$ cat src/hw/applicator_pkg.sv
// Shared constants, register map and carrier types of the applicator status block.
package applicator_pkg;
  // ==========================================================================
  // Timing
  localparam int unsigned CLK_HZ = 40_000_000;
  localparam int unsigned MOVE_TIMEOUT_MS = 2000;
  localparam int unsigned MS_PER_S = 1000;
  // Longest time, so the count rounds down.
  localparam int unsigned MOVE_TIMEOUT_CYCLES = (CLK_HZ / MS_PER_S) * MOVE_TIMEOUT_MS;
  localparam int unsigned TMR_W = 27;

  // ==========================================================================
  // Register map (byte addresses)
  localparam int unsigned ADR_W = 4;
  localparam logic [ADR_W-1:0] REG_CTRL = 4'h0;
  localparam logic [ADR_W-1:0] REG_STATUS = 4'h4;
  localparam logic [ADR_W-1:0] REG_FAULT = 4'h8;
  localparam int unsigned CTRL_ACK_BIT = 0;
  localparam int unsigned CTRL_ENABLE_BIT = 1;
  localparam logic CTRL_ENABLE_RESET = 1'h1;
  localparam int unsigned STATUS_HALT_BIT = 8;
  localparam int unsigned STATUS_HELD_BIT = 9;

  // ==========================================================================
  // Pin inputs, bit positions after the synchroniser
  localparam int unsigned PIN_W = 6;
  localparam int unsigned PIN_START = 0;
  localparam int unsigned PIN_STOP = 1;
  localparam int unsigned PIN_FIRST = 2;
  localparam int unsigned PIN_AT_START = 3;
  localparam int unsigned PIN_AT_LABEL = 4;
  localparam int unsigned PIN_VACUUM = 5;

  // ==========================================================================
  // Types
  typedef enum logic [2:0] {
    FAULT_NONE = 3'h0,
    FAULT_LOWER_POS = 3'h1,
    FAULT_UPPER_POS = 3'h2,
    FAULT_PLATE_EMPTY = 3'h3,
    FAULT_NOT_DEPOSITED = 3'h4,
    FAULT_HOST_STOP = 3'h5
  } fault_code_t;

  typedef struct packed {
    logic printer_not_ready_flag;
    logic applicator_fault_flag;
    logic pad_at_label_pos_flag;
    logic pad_at_start_flag;
    logic general_error_flag;
    logic no_job_flag;
  } status_flags_t;

  typedef struct packed {
    logic cyc;
    logic stb;
    logic we;
    logic [ADR_W-1:0] adr;
    logic [3:0] sel;
    logic [31:0] dat;
  } wb_req_t;

  typedef struct packed {
    logic ack;
    logic [31:0] dat;
  } wb_rsp_t;
endpackage

$ cat src/hw/pin_sync.sv
// Two-flip-flop synchroniser for a bank of asynchronous pin inputs.
`timescale 1ns/1ps
module pin_sync #(
  parameter int unsigned W = 1
) (
  input wire logic clk,
  input wire logic rst,
  input wire logic [W-1:0] d,
  output logic [W-1:0] q
);
  logic [W-1:0] meta_r;
  logic [W-1:0] sync_r;

  // The first stage feeds only the second stage.
  always_ff @(posedge clk or posedge rst) begin
    if (rst) begin
      meta_r <= '0;
      sync_r <= '0;
    end else begin
      meta_r <= d;
      sync_r <= meta_r;
    end
  end

  assign q = sync_r;
endmodule // pin_sync

$ cat src/hw/move_timer.sv
// Movement watchdog: counts while running and flags when the limit is reached.
`timescale 1ns/1ps
module move_timer
  import applicator_pkg::*;
#(
  parameter int unsigned TIMEOUT_CYCLES = MOVE_TIMEOUT_CYCLES
) (
  input wire logic clk,
  input wire logic rst,
  input wire logic run,
  input wire logic restart,
  output logic expired
);
  localparam logic [TMR_W-1:0] LIMIT = TMR_W'(TIMEOUT_CYCLES - 1);
  logic [TMR_W-1:0] cnt_r;
  logic [TMR_W-1:0] cnt_nxt;

  always_comb begin
    if (restart || !run) begin
      cnt_nxt = '0;
    end else if (cnt_r == LIMIT) begin
      cnt_nxt = cnt_r;
    end else begin
      cnt_nxt = cnt_r + TMR_W'(1);
    end
  end

  always_ff @(posedge clk or posedge rst) begin
    if (rst) begin
      cnt_r <= '0;
    end else begin
      cnt_r <= cnt_nxt;
    end
  end

  assign expired = run && (cnt_r == LIMIT);
endmodule // move_timer

$ cat src/hw/applicator_status.sv
// Applicator labelling sequencer with control-system status contacts and a Wishbone slave.
// How it works
// - The no-job contact opens while the printer has no print job and closes once one exists.
// - The general error contact opens while either the printer is not ready or the applicator is faulted.
// - The pad-at-start contact opens while the start-position sensor sees the pad.
// - The pad-at-label contact opens while the labelling-position sensor sees the pad.
// - A fault is raised if the labelling-position sensor stays inactive 2 s after moving down.
// - A fault is raised if the start-position sensor stays inactive 2 s after moving up.
// - A fault is raised if the vacuum sensor sees no label after pickup or loses it moving down.
// - A fault is raised if the vacuum sensor still sees the label when the pad is back up.
// - The kind of applicator fault is held as a code for the printer display.
// - Clearing an applicator fault never requests a reprint; the next label follows.
// - Each status output is active as an open contact and inactive as a closed one.
// - Printer errors show as printer-not-ready and the last label is reprinted once cleared.
// - A stop during labelling aborts, returns the pad to start and ignores further inputs.
//
// Design decisions made here: the Wishbone register port and the register addresses.
`timescale 1ns/1ps
module applicator_status
  import applicator_pkg::*;
#(
  parameter int unsigned TIMEOUT_CYCLES = MOVE_TIMEOUT_CYCLES
) (
  input wire logic clk,
  input wire logic rst,
  input applicator_pkg::wb_req_t wb_req,
  output applicator_pkg::wb_rsp_t wb_rsp,
  input wire logic [applicator_pkg::PIN_W-1:0] pins,
  input wire logic job_available,
  input wire logic printer_error,
  input wire logic print_done,
  output logic print_label,
  output logic reprint_label,
  output logic cylinder_down,
  output logic vacuum_on,
  output applicator_pkg::fault_code_t display_fault,
  output applicator_pkg::status_flags_t contact_closed
);
  import applicator_pkg::*;

  // ==========================================================================
  // Pin synchronisation and movement watchdog
  logic [PIN_W-1:0] pin_q;
  logic tmr_expired;
  logic tmr_run;
  logic tmr_restart;

  pin_sync #(.W(PIN_W)) u_sync (
    .clk(clk),
    .rst(rst),
    .d(pins),
    .q(pin_q)
  );

  move_timer #(.TIMEOUT_CYCLES(TIMEOUT_CYCLES)) u_timer (
    .clk(clk),
    .rst(rst),
    .run(tmr_run),
    .restart(tmr_restart),
    .expired(tmr_expired)
  );

  // ==========================================================================
  // Wishbone slave
  logic ack_r;
  logic ack_nxt;
  logic [31:0] rdat_r;
  logic [31:0] rdat_nxt;
  logic enable_r;
  logic enable_nxt;
  logic wr_fire;
  logic fault_ack;
  status_flags_t flags;

  typedef enum logic [2:0] {
    ST_IDLE,
    ST_PRINT,
    ST_DOWN,
    ST_UP,
    ST_FAULT,
    ST_HALT
  } state_t;

  state_t state_r;
  state_t state_nxt;
  logic fault_r;
  logic fault_nxt;
  fault_code_t code_r;
  fault_code_t code_nxt;
  logic ignore_r;
  logic ignore_nxt;
  logic held_r;
  logic held_nxt;

  // A write takes effect on the edge at which the master sees ack.
  assign wr_fire = ack_r && wb_req.cyc && wb_req.stb && wb_req.we;
  assign fault_ack = wr_fire && (wb_req.adr == REG_CTRL) && wb_req.sel[0]
                     && wb_req.dat[CTRL_ACK_BIT];

  always_comb begin
    ack_nxt = wb_req.cyc && wb_req.stb && !ack_r;
    enable_nxt = enable_r;
    if (wr_fire && (wb_req.adr == REG_CTRL) && wb_req.sel[0]) begin
      enable_nxt = wb_req.dat[CTRL_ENABLE_BIT];
    end
    rdat_nxt = '0;
    case (wb_req.adr)
      REG_CTRL: rdat_nxt[CTRL_ENABLE_BIT] = enable_r;
      REG_STATUS: begin
        rdat_nxt[$bits(status_flags_t)-1:0] = flags;
        rdat_nxt[STATUS_HALT_BIT] = ignore_r;
        rdat_nxt[STATUS_HELD_BIT] = held_r;
      end
      REG_FAULT: rdat_nxt[$bits(fault_code_t)-1:0] = code_r;
      default: rdat_nxt = '0;
    endcase
  end

  always_ff @(posedge clk or posedge rst) begin
    if (rst) begin
      ack_r <= 1'b0;
      rdat_r <= '0;
      enable_r <= CTRL_ENABLE_RESET;
    end else begin
      ack_r <= ack_nxt;
      rdat_r <= rdat_nxt;
      enable_r <= enable_nxt;
    end
  end

  assign wb_rsp.ack = ack_r;
  assign wb_rsp.dat = rdat_r;

  // ==========================================================================
  // Labelling sequencer and fault detection
  logic start_q;
  logic stop_q;
  logic first_q;
  logic at_start_q;
  logic at_label_q;
  logic vac_q;
  logic start_d_r;
  logic first_d_r;
  logic start_rise;
  logic first_rise;
  logic labelling;

  assign start_q = pin_q[PIN_START];
  assign stop_q = pin_q[PIN_STOP];
  assign first_q = pin_q[PIN_FIRST];
  assign at_start_q = pin_q[PIN_AT_START];
  assign at_label_q = pin_q[PIN_AT_LABEL];
  assign vac_q = pin_q[PIN_VACUUM];
  assign start_rise = start_q && !start_d_r;
  assign first_rise = first_q && !first_d_r;
  assign labelling = (state_r == ST_PRINT) || (state_r == ST_DOWN);
  assign tmr_run = (state_r == ST_DOWN) || (state_r == ST_UP);
  assign tmr_restart = (state_nxt != state_r);

  always_comb begin
    state_nxt = state_r;
    fault_nxt = fault_r;
    code_nxt = code_r;
    ignore_nxt = ignore_r;
    held_nxt = held_r;
    case (state_r)
      ST_IDLE: begin
        if (!ignore_r && enable_r && !fault_r && !printer_error) begin
          if (start_rise) begin
            state_nxt = held_r ? ST_DOWN : ST_PRINT;
            held_nxt = 1'b0;
          end else if (first_rise && !held_r) begin
            state_nxt = ST_PRINT;
            held_nxt = 1'b1;
          end
        end
      end
      ST_PRINT: begin
        if (stop_q) begin
          state_nxt = ST_UP;
          ignore_nxt = 1'b1;
          code_nxt = FAULT_HOST_STOP;
        end else if (print_done && !vac_q) begin
          state_nxt = ST_FAULT;
          fault_nxt = 1'b1;
          code_nxt = FAULT_PLATE_EMPTY;
        end else if (print_done) begin
          state_nxt = held_r ? ST_IDLE : ST_DOWN;
        end
      end
      ST_DOWN: begin
        if (stop_q) begin
          state_nxt = ST_UP;
          ignore_nxt = 1'b1;
          code_nxt = FAULT_HOST_STOP;
        end else if (!vac_q) begin
          state_nxt = ST_FAULT;
          fault_nxt = 1'b1;
          code_nxt = FAULT_PLATE_EMPTY;
        end else if (at_label_q) begin
          state_nxt = ST_UP;
        end else if (tmr_expired) begin
          state_nxt = ST_FAULT;
          fault_nxt = 1'b1;
          code_nxt = FAULT_LOWER_POS;
        end
      end
      ST_UP: begin
        if (at_start_q && vac_q && !ignore_r) begin
          state_nxt = ST_FAULT;
          fault_nxt = 1'b1;
          code_nxt = FAULT_NOT_DEPOSITED;
        end else if (at_start_q) begin
          state_nxt = ignore_r ? ST_HALT : ST_IDLE;
        end else if (tmr_expired) begin
          state_nxt = ST_FAULT;
          fault_nxt = 1'b1;
          code_nxt = FAULT_UPPER_POS;
        end
      end
      ST_FAULT, ST_HALT: begin
        // Acknowledge drops the fault and resumes with a fresh label, no reprint.
        if (fault_ack) begin
          state_nxt = ST_IDLE;
          fault_nxt = 1'b0;
          ignore_nxt = 1'b0;
          held_nxt = 1'b0;
          code_nxt = FAULT_NONE;
        end
      end
      default: state_nxt = ST_IDLE;
    endcase
  end

  always_ff @(posedge clk or posedge rst) begin
    if (rst) begin
      state_r <= ST_IDLE;
      fault_r <= 1'b0;
      code_r <= FAULT_NONE;
      ignore_r <= 1'b0;
      held_r <= 1'b0;
      start_d_r <= 1'b0;
      first_d_r <= 1'b0;
    end else begin
      state_r <= state_nxt;
      fault_r <= fault_nxt;
      code_r <= code_nxt;
      ignore_r <= ignore_nxt;
      held_r <= held_nxt;
      start_d_r <= start_q;
      first_d_r <= first_q;
    end
  end

  // ==========================================================================
  // Status contacts and printer-side outputs
  logic perr_d_r;
  status_flags_t contact_nxt;

  always_comb begin
    flags.no_job_flag = !job_available;
    flags.general_error_flag = printer_error || fault_r;
    flags.pad_at_start_flag = at_start_q;
    flags.pad_at_label_pos_flag = at_label_q;
    flags.applicator_fault_flag = fault_r;
    flags.printer_not_ready_flag = printer_error;
    contact_nxt = ~flags;
  end

  always_ff @(posedge clk or posedge rst) begin
    if (rst) begin
      contact_closed <= '1;
      print_label <= 1'b0;
      reprint_label <= 1'b0;
      cylinder_down <= 1'b0;
      vacuum_on <= 1'b0;
      display_fault <= FAULT_NONE;
      perr_d_r <= 1'b0;
    end else begin
      contact_closed <= contact_nxt;
      print_label <= (state_nxt == ST_PRINT) && (state_r != ST_PRINT);
      reprint_label <= perr_d_r && !printer_error;
      cylinder_down <= (state_nxt == ST_DOWN);
      // A held first label keeps its vacuum while the pad waits at start.
      vacuum_on <= (state_nxt == ST_PRINT) || (state_nxt == ST_DOWN)
                   || ((state_nxt == ST_IDLE) && held_nxt);
      display_fault <= code_nxt;
      perr_d_r <= printer_error;
    end
  end

  // ==========================================================================
  // Checks
  chk_no_job_contact: assert property (@(posedge clk) disable iff (rst)
    !job_available |=> !contact_closed.no_job_flag) else $error("no-job contact not open");
  chk_general_error: assert property (@(posedge clk) disable iff (rst)
    (printer_error || fault_r) |=> !contact_closed.general_error_flag)
    else $error("general error contact not open");
  chk_pad_start: assert property (@(posedge clk) disable iff (rst)
    contact_closed.pad_at_start_flag == !$past(at_start_q)) else $error("start contact wrong");
  chk_pad_label: assert property (@(posedge clk) disable iff (rst)
    $rose(at_label_q) |=> !contact_closed.pad_at_label_pos_flag)
    else $error("label contact not open");
  chk_lower_timeout: assert property (@(posedge clk) disable iff (rst)
    (state_r == ST_DOWN && !stop_q && vac_q && !at_label_q && tmr_expired)
    |=> fault_r && code_r == FAULT_LOWER_POS && display_fault == FAULT_LOWER_POS)
    else $error("lower position timeout missed");
  chk_upper_timeout: assert property (@(posedge clk) disable iff (rst)
    (state_r == ST_UP && !at_start_q && tmr_expired) |=> state_r == ST_FAULT
    && code_r == FAULT_UPPER_POS) else $error("upper position timeout missed");
  chk_plate_empty: assert property (@(posedge clk) disable iff (rst)
    (state_r == ST_PRINT && !stop_q && print_done && !vac_q)
    |=> fault_r ##1 !contact_closed.applicator_fault_flag) else $error("empty plate missed");
  chk_not_deposited: assert property (@(posedge clk) disable iff (rst)
    (state_r == ST_UP && !ignore_r && at_start_q && vac_q)
    |=> code_r == FAULT_NOT_DEPOSITED) else $error("label left on plate missed");
  chk_fault_sticky: assert property (@(posedge clk) disable iff (rst)
    (fault_r && !fault_ack) |=> fault_r) else $error("fault released without ack");
  chk_no_reprint: assert property (@(posedge clk) disable iff (rst)
    (fault_ack && fault_r && !$fell(printer_error)) |=> !reprint_label)
    else $error("reprint after applicator fault");
  chk_reprint_after: assert property (@(posedge clk) disable iff (rst)
    $fell(printer_error) |=> reprint_label ##1 !reprint_label)
    else $error("reprint pulse wrong");
  chk_stop_abort: assert property (@(posedge clk) disable iff (rst)
    (labelling && stop_q) |=> state_r == ST_UP && ignore_r ##1 !cylinder_down)
    else $error("stop did not abort");
  chk_held_vacuum: assert property (@(posedge clk) disable iff (rst)
    (state_r == ST_IDLE && held_r) |=> vacuum_on) else $error("held label lost vacuum");
endmodule // applicator_status

$ cat config.mk
export PLATFORM = sky130hd
export DESIGN_NAME = applicator_status
export DESIGN_NICKNAME = d
export VERILOG_FILES = /design/src/hw/applicator_pkg.sv /design/src/hw/pin_sync.sv /design/src/hw/move_timer.sv /design/src/hw/applicator_status.sv
export SDC_FILE = /design/constraint.sdc
export NUM_CORES = 1
export LEC_CHECK = 0
export BUFFER_PORTS_ARGS = -buffer_cell sky130_fd_sc_hd__buf_4
export CAP_MARGIN = 20
export CORE_ASPECT_RATIO = 1.4
export CORE_MARGIN = 3
export CORE_UTILIZATION = 32
export CTS_BUF_LIST = sky130_fd_sc_hd__clkbuf_8
export DETAILED_ROUTE_END_ITERATION = 10
export SYNTH_ARGS = -nofsm -noshare
export SYNTH_HDL_FRONTEND = slang
export SYNTH_HIERARCHICAL = 1
export SYNTH_SLANG_ARGS = --single-unit
$ cat constraint.sdc
create_clock -name clk -period 4.29 [get_ports clk]
set_input_delay 0.6435 -clock clk [delete_from_list [all_inputs] [get_ports clk]]
set_output_delay 0.6435 -clock clk [all_outputs]
set_load 0.05 [all_outputs]
# Word-level counts from Yosys, hierarchy flattened
# Cells that the tools add are included.
totals:
  ff_bits: 71
  output_inout_bits: 46
  wordCells: 148
  in_bits: 54
classes:
  n_mux: 52
  n_eq_ne: 24
  reduce_logical: 46
  n_addsub: 1
  bitwise: 1
op_table:
  columns: ["op", "n"]
  rows:
  - ["3-bit two-way mux", 25]
  - ["27-bit two-way mux", 2]
  - ["27-bit by 1-bit adder with 27-bit output (second input constant)", 1]
  - ["27-bit == test (second input constant)", 1]
  - ["1-bit logical AND", 21]
  - ["3-bit one-hot mux with 5 select lines", 1]
  - ["1-bit two-way mux", 14]
  - ["7-bit AND reduction", 2]
  - ["3-bit one-hot mux with 4 select lines", 1]
  - ["1-bit zero test", 10]
  - ["3-bit by 2-bit == test with 1-bit output (second input constant)", 3]
  - ["4-bit != test (second input constant)", 2]
  - ["1-bit one-hot mux with 2 select lines", 4]
  - ["3-bit by 1-bit == test with 1-bit output (second input constant)", 2]
  - ["3-bit == test (second input constant)", 2]
  - ["3-bit zero test", 2]
  - ["2-bit two-way mux", 3]
  - ["2-bit by 1-bit != test with 1-bit output (second input constant)", 3]
  - ["2-bit != test (second input constant)", 3]
  - ["3-bit by 1-bit != test with 1-bit output (second input constant)", 2]
  - ["3-bit != test (second input constant)", 2]
  - ["6-bit inverter", 1]
  - ["1-bit logical OR", 5]
  - ["4-bit by 3-bit == test with 1-bit output (second input constant)", 1]
  - ["10 further kinds", 11]

# Logic depth before layout (Yosys ltp)
# Gate-level depths: netlist (run 1).
logic_depth:
  word_depth: 11
  mapped_depth: 13
  ltp_nobuf: 12

# By module
# The synthesis (run 1) kept the hierarchy.
modules_own_cells:
  columns: ["module", "cells_per_inst", "seq_area_each_um2", "area_each_um2", "n_inst"]
  rows:
  - ["applicator_status", 197, 809.5, 1930.6, 1]
  - ["move_timer", 168, 675.6, 1540.2, 1]
  - ["pin_sync", 13, 300.3, 304.0, 1]

# Least setup slack after synthesis (run 1)
# OpenSTA, ideal clock, no wires.
synth_path:
  kind: "register -> register"
  start: "register u_timer.cnt_r[14]"
  end: "register u_timer.cnt_r[3]"
  synth_period_minus_slack_ps: 2971
  path_slack_ps: 1319
  path_stages_with_launch: 14
  arrival_time_ps: 2905
  setup_ps: 66
  required_time_ps: 4224
  n_path_buf: 2
  path_cell_list: "dfrtp_1 > clkbuf_1 > nor4b_1 > nand4_1 > nor3_1 > or2_2 > a221oi_1 > a2111o_2 > xnor2_1 > nand3_1 > nand2b_1 > clkbuf_1 > or4_1 > nand2_1"
synth_via:
  elab_chain_cells: 10
  elab_cells_between_ends: 13
  classes_between: "eq/ne: 3; mux: 8; reduce/logical: 2"
synth_rtl:
  columns: ["element", "line_no", "rtl"]
  rows:
  - ["start: declaration", "move_timer.sv:15", "logic [TMR_W-1:0] cnt_r;"]
  - ["start signal: assignment", "move_timer.sv:32", "cnt_r <= cnt_nxt;"]
  - ["27-bit == test (*)", "move_timer.sv:36", "assign expired = run && (cnt_r == LIMIT);"]
  - ["1-bit logical AND (*)", "move_timer.sv:36", null]
  - ["net tmr_expired", "applicator_status.sv:44", "logic tmr_expired;"]
  - ["3-bit two-way mux (*)", "applicator_status.sv:202, applicator_status.sv:215", null]
  - ["3-bit two-way mux", "applicator_status.sv:200", "end else if (at_label_q) begin"]
  - ["3-bit two-way mux", "applicator_status.sv:196", "end else if (!vac_q) begin"]
  - ["3-bit two-way mux", "applicator_status.sv:192", "if (stop_q) begin"]
  - ["3-bit one-hot mux with 5 select lines (*)", "applicator_status.sv:166", "case (state_r)"]
  - ["net state_nxt[0]", "applicator_status.sv:85", "state_t state_nxt;"]
  - ["3-bit != test (*)", "applicator_status.sv:158", "assign tmr_restart = (state_nxt != state_r);"]
  - ["net tmr_restart", "applicator_status.sv:46", "logic tmr_restart;"]
  - ["1-bit logical OR (*)", "move_timer.sv:19", "if (restart || !run) begin"]
  - ["2-bit by 1-bit != test with 1-bit output (no line) / 27-bit two-way mux (equally long branches)", null, null]
# Mark *: on every way through the listed nets, which the timed path passes. The rest lies on a longest branch.
# A chain may end at the register's enable or synchronous reset.

# Final worst setup path (run 1)
layout_path:
  start: "register u_timer.cnt_r[0]"
  end: "register u_timer.cnt_r[6]"
# Same word-level chain as after synthesis.

==> results of run 1 <==
## power breakdown
group / total, mW / switching, mW / internal [mW]
registers: 0.691 / 0.00761 / 0.683
clock network: 0.530 / 0.248 / 0.282
logic: 0.125 / 0.0957 / 0.0296
total: 1.35 / 0.351 / 0.995
## critical path, cell delays in order, from the launching register on
cell	delay, ns
dfrtp_1	0.44
ha_1	0.20
and3_1	0.27
nand4_1	0.21
nor3_1	0.34
or2_2	0.19
a221oi_1	0.10
a2111o_2	0.46
xnor2_1	0.14
nand3_1	0.12
nand2b_1	0.18
buf_4	0.24
or2_1	0.23
mux2i_1	0.13
## worst max path at each step
stage / startpoint / slack (ns) / end
2_1_floorplan: u_timer/cnt_r[14] / 1.32 / u_timer/cnt_r[3]
3_3_place_gp: u_timer/cnt_r[0] / 1.06 / u_timer/cnt_r[6]
3_5_place_dp: u_timer/cnt_r[0] / 0.96 / u_timer/cnt_r[6]
4_1_cts: u_timer/cnt_r[0] / 0.94 / u_timer/cnt_r[6]
5_1_grt: u_timer/cnt_r[0] / 0.64 / u_timer/cnt_r[6]
6_report: u_timer/cnt_r[0] / 0.97 / u_timer/cnt_r[6]
## placed cells by master (no fill, tap or decap), drive strengths merged, types with 8 or more instances in the layout
master,instances
a21oi,15
buf,48
clkbuf,10
conb,24
dfrtp,64
inv,18
nand2,18
nand3,16
nand4,15
nor2,33
nor2b,9
nor3,14
nor4,10
o21ai,17
or3,10
xnor2,8
xor2,11
## flip-flops by register name, summed over array words and instances (netlist names)
| signal | cells |
|---|---|
| reprint_label | 1 |
| first_d_r | 1 |
| ack_r | 1 |
| u_timer/cnt_r | 27 |
| vacuum_on | 1 |
| contact_closed | 6 |
| start_d_r | 1 |
| cylinder_down | 1 |
| display_fault | 3 |
| print_label | 1 |
| rdat_r | 8 |
| perr_d_r | 1 |
| u_sync/q | 6 |
| enable_r | 1 |
| ignore_r | 1 |
| fault_r | 1 |
| u_sync/meta_r | 6 |
| state_r | 3 |
| held_r | 1 |
## per-layer routing
layer,wire length (um),part of all wire
met1,3280,0.40
met2,4280,0.53
met3,455,0.056
met4,90,0.011
met5,0,0
## kinds of logic after synthesis
logic type | count (synthesis) | synth area share
mux | 7 | 0.0196
other cells | 1 | 0.000993
flops | 71 | 0.473
xor+xnor | 19 | 0.0441
buf+inv | 58 | 0.0941
compound gates | 55 | 0.0968
simple gates | 165 | 0.265
fa+ha+maj | 2 | 0.00663
## cell type report
class                           instances  area (sq um)  share of cell area
Inverter                               16          60.1              0.0139
Clock inverter                          6          60.1              0.0139
Clock buffer                           10           138              0.0318
Timing Repair Buffer                   48           380              0.0880
Multi-Input combinational cell        272          1720               0.398
Sequential cell                        71          1790               0.413
Tap cell                              144           180              0.0417
## through the flow
stage / instance area, sq um / worst slack [ns]
2_1_floorplan: 3860 / 1.32
4_1_cts: 4290 / 0.945
3_5_place_dp: 4090 / 0.964
3_3_place_gp: 4090 / 1.06
5_1_grt: 4320 / 0.639
6_report: 4320 / 0.971
==> impl_metrics.toml, run 1 <==
[routing]
viasPerCell = 5.06
wirelength_um = 8110
first_pass_iters = 4
drtAntennaViolNets = 0
wl_per_cell_um = 14.3
drc = 0
num_vias = 2870
drtIter0Drc = 115

[worst_setup_path]
path_max_fanout = 25
end_kind = "register"
crit_required_ns = 4.56
ff2ff_setup_slack_ns = 0.97
cp.arrival_ns = 3.59
start_kind = "register"
reg2reg_from = "u_timer/cnt_r[0]"
r2r-end = "u_timer/cnt_r[6]"
rr_worst_depth = 13
crit_type = "reg -> reg"

[synthesis]
synth_top_area_share = 0.424
ys_seq_area_frac = 0.473
synth.area.top_cells = "dfrtp_1 (42%), buf_4 (5.2%), dfstp_2 (4.9%), nor2_1 (3.3%), xor2_1 (2.6%)"
synth_area_leader_cell = "dfrtp_1"
synth_cell_types = 67
synth_edf_count = 0
synth_warnings = 6
synth_area_sq_mm = 0.00377
synthFlopType = "dfrtp_1"
yosysMostFrequentCell = "dfrtp_1"
synthArstFlopShare = 1.00
ys_top_cells_by_count = "dfrtp_1 (64), nor2_1 (33), buf_4 (26), nand2_1 (17), nand3_1 (16)"
syn_avg_cell_area_sq_um = 9.99
synth_seq_cells = 71
synth_cells = 378

[clocking]
cts-resized-gates = 0
post_cts_buffers = 0
cts_tree = "yes"
htreeDepth = 3
clk_pin_slew_worst_paths_ns = 0.07
cts_made_buffers = 9
clockBufferDepth = 2
hold_buffers = 0
clkSinkCount = 71
clkLatencyLatePin_ns = 0.35
root_buffer = "clkbuf_8"

[power]
leakagePower_nw = 1.82
p_per_area_mw_per_mm2 = 311
power_mw = 1.35
vdd_ir_drop_max_mv = 0.151

[sta]
rsz0062_at_grt = "false"
worst_hold_slack_ns = 0.256
finalClockSkew_ns = 0.0130
fmax_ghz = 0.301
setup_tns_ns = 0
max_slew_margin = 0.454
min_period_ns = 3.32
fin_crit_sh = 0.774
worst_pin_slew_ns = 0.813
drv_slew = 0
finalHoldViolations = 0
finalSetupViolations = 0

[global_route]
grt_usage = 0.126
busiest_layer = "met2"
met3_usage = 0.0315
first_global_vias = 2857
grt_remaining_overflow = 0
grt_max_degree = 33
grt_pass1_wl_um = 13600
use_met1 = 0.144
met2_usage = 0.224
antenna_found_initial = 0

[die]
rows = 46
die_h_um = 135
core_sq_mm = 0.0115
die_x_um = 97.8
io_pins = 100
dieArea_sq_mm = 0.0132
start_util = 0.330

[final_layout]
nNetsFinal = 474
final_util = 0.378
area_growth_pct = 14.6
nFillCells = 1135
drive_above_1_share = 0.220
antennaDiodeCount = 0
instances_no_fill = 567

[placed_design]
place_inst = 549
place_congestion = 0.890
numPortBuffers = 42
dp_hpwl_um = 5860

[run_status]
status = "finished clean"

[worst_hold_path]
hp-class = "in -> async"

[flow_run]
cap_violations = 0
Note: power is estimated with default switching activity, not from simulation.
==> run 2: changes to the inputs <==
==> constraint.sdc (replaced) <==
create_clock -name clk -period 3.3 [get_ports clk]
set_input_delay 0.495 -clock clk [delete_from_list [all_inputs] [get_ports clk]]
set_output_delay 0.495 -clock clk [all_outputs]
set_load 0.05 [all_outputs]
==> run 2 against run 1 <==
  * Critical endpoint unchanged
  * Critical path type unchanged
  * Total power rose by 32%
  * Wire length rose by 3.1%
  * Final cell count rose by 1.8%
  * Sequential share of layout area fell by 1.1 points
  * Critical path depth did not move
  * Register-to-register slack got worse by 0.71 ns
  * First-iteration DRC count fell by 28%
==> impl_metrics.toml, run 2 (synthesis results as in run 1) <==
[run_status]
status = "finished clean"

[global_route]
met2_usage = 0.230
met3_usage = 0.0300
grt_pass1_wl_um = 14100
busiest_layer = "met2"
first_global_vias = 2901
grt_usage = 0.132
antenna_found_initial = 0
grt_remaining_overflow = 0
use_met1 = 0.153
grt_max_degree = 33

[routing]
num_vias = 2848
drc = 0
wirelength_um = 8360
wl_per_cell_um = 14.5
drtAntennaViolNets = 0
viasPerCell = 4.94
first_pass_iters = 4
drtIter0Drc = 83

[clocking]
clkSinkCount = 71
clockBufferDepth = 2
clk_pin_slew_worst_paths_ns = 0.07
root_buffer = "clkbuf_8"
cts_made_buffers = 9
cts_tree = "yes"
clkLatencyLatePin_ns = 0.35
hold_buffers = 0
htreeDepth = 3

[sta]
setup_tns_ns = 0
finalClockSkew_ns = 0.00776
drv_slew = 0
finalHoldViolations = 0
rsz0062_at_grt = "false"
finalSetupViolations = 0
fin_crit_sh = 0.920
min_period_ns = 3.04
max_slew_margin = 0.526
worst_pin_slew_ns = 0.706
fmax_ghz = 0.329

[power]
leakagePower_nw = 1.90
p_per_area_mw_per_mm2 = 400
vdd_ir_drop_max_mv = 0.292

[placed_design]
numPortBuffers = 42
dp_hpwl_um = 6150
placed_area_sq_mm = 0.00417
place_inst = 560
place_congestion = 0.851

[die]
start_util = 0.330
die_x_um = 97.8
core_sq_mm = 0.0115
dieArea_sq_mm = 0.0132
die_h_um = 135
io_pins = 100
rows = 46

[final_layout]
antennaDiodeCount = 0
regMostFlops = "u_timer/cnt_r"
area_growth_pct = 17.7
drive_above_1_share = 0.247
largest_register_ffs = 27
layout_commonest_cell = "dfrtp_1"
nNetsFinal = 484
final_cell_mix = "dfrtp_1 (64), buf_4 (57), nor2_1 (33), conb_1 (24)"
largestRegisters = "u_timer/cnt_r: 27 flops, rdat_r: 8 flops"
instances_no_fill = 577
design_area_sq_mm = 0.00444

[worst_setup_path]
crit_path_max_incr_delay_ns = 0.43
ff2ff_setup_slack_ns = 0.26
crit_type = "reg -> reg"
cp.arrival_ns = 3.30
r2r-end = "u_timer/cnt_r[6]"
crit_required_ns = 3.56
path_max_fanout = 25
start_kind = "register"
critical_path_depth = 13
end_kind = "register"
rr_worst_depth = 13
path_buf_inv = 1
cp-startpoint = "u_timer/cnt_r[0]"
crit_slowest_cell = "dfrtp_1"
reg2reg_from = "u_timer/cnt_r[0]"
critPathTopFamily = "simple AND/OR/NAND/NOR gates"
crit_chain = "ha_1 > and3_1 > nand4_1 > nor3_2 > or2_2 > a221oi_2 > a2111o_2 > xnor2_1 > nand3_1 > nand2b_1 > buf_4 > or2_1 > mux2i_1"

[flow_run]
cap_violations = 0

[worst_hold_path]
hp-class = "in -> async"
-- run 2: report_power, final --
part | total, mW | internal [mW] | switching [mW]
Sequential | 0.899 | 0.888 | 0.0108
Clock | 0.714 | 0.407 | 0.307
Combinational | 0.163 | 0.0385 | 0.125
Total | 1.78 | 1.33 | 0.443
-- run 2: metal layers --
metal	share of wire	wire length, um
met1	0.43	3560
met5	0	0
met2	0.51	4300
met4	0.019	156
met3	0.040	338
-- run 2: worst max path at each step --
stage	end	slack [ns]
after floorplan	u_timer/cnt_r[3]	0.33
after global placement	u_timer/cnt_r[6]	0.19
after detailed placement	u_timer/cnt_r[6]	0.14
after CTS	u_timer/cnt_r[6]	0.08
after global routing	u_timer/cnt_r[6]	0.02
final	u_timer/cnt_r[6]	0.26
-- run 2: what timing repair did --
item,in CTS,in global routing
setup endpoints to repair,0,4
resized for setup,0,5
setup buffers,0,0
-- run 2: metrics by stage --
step	hold slack, ns	util	worst slack, ns	total power, mW
2_1_floorplan	0.331	-	0.329	1.05
3_3_place_gp	0.332	0.364	0.193	1.07
3_5_place_dp	0.340	0.364	0.141	1.08
4_1_cts	0.160	0.383	0.0836	1.81
5_1_grt	0.190	0.388	0.0229	1.86
6_report	0.160	0.388	0.264	1.78
-- run 2: layout make-up --
type / instances / area [sq um]
Clock inverter: 4 / 46.3
Tap cell: 144 / 180
Fill cell: 1157 / 7010
Inverter: 16 / 60.1
Sequential cell: 71 / 1790
Timing Repair Buffer: 58 / 455
Multi-Input combinational cell: 272 / 1750
Clock buffer: 12 / 165
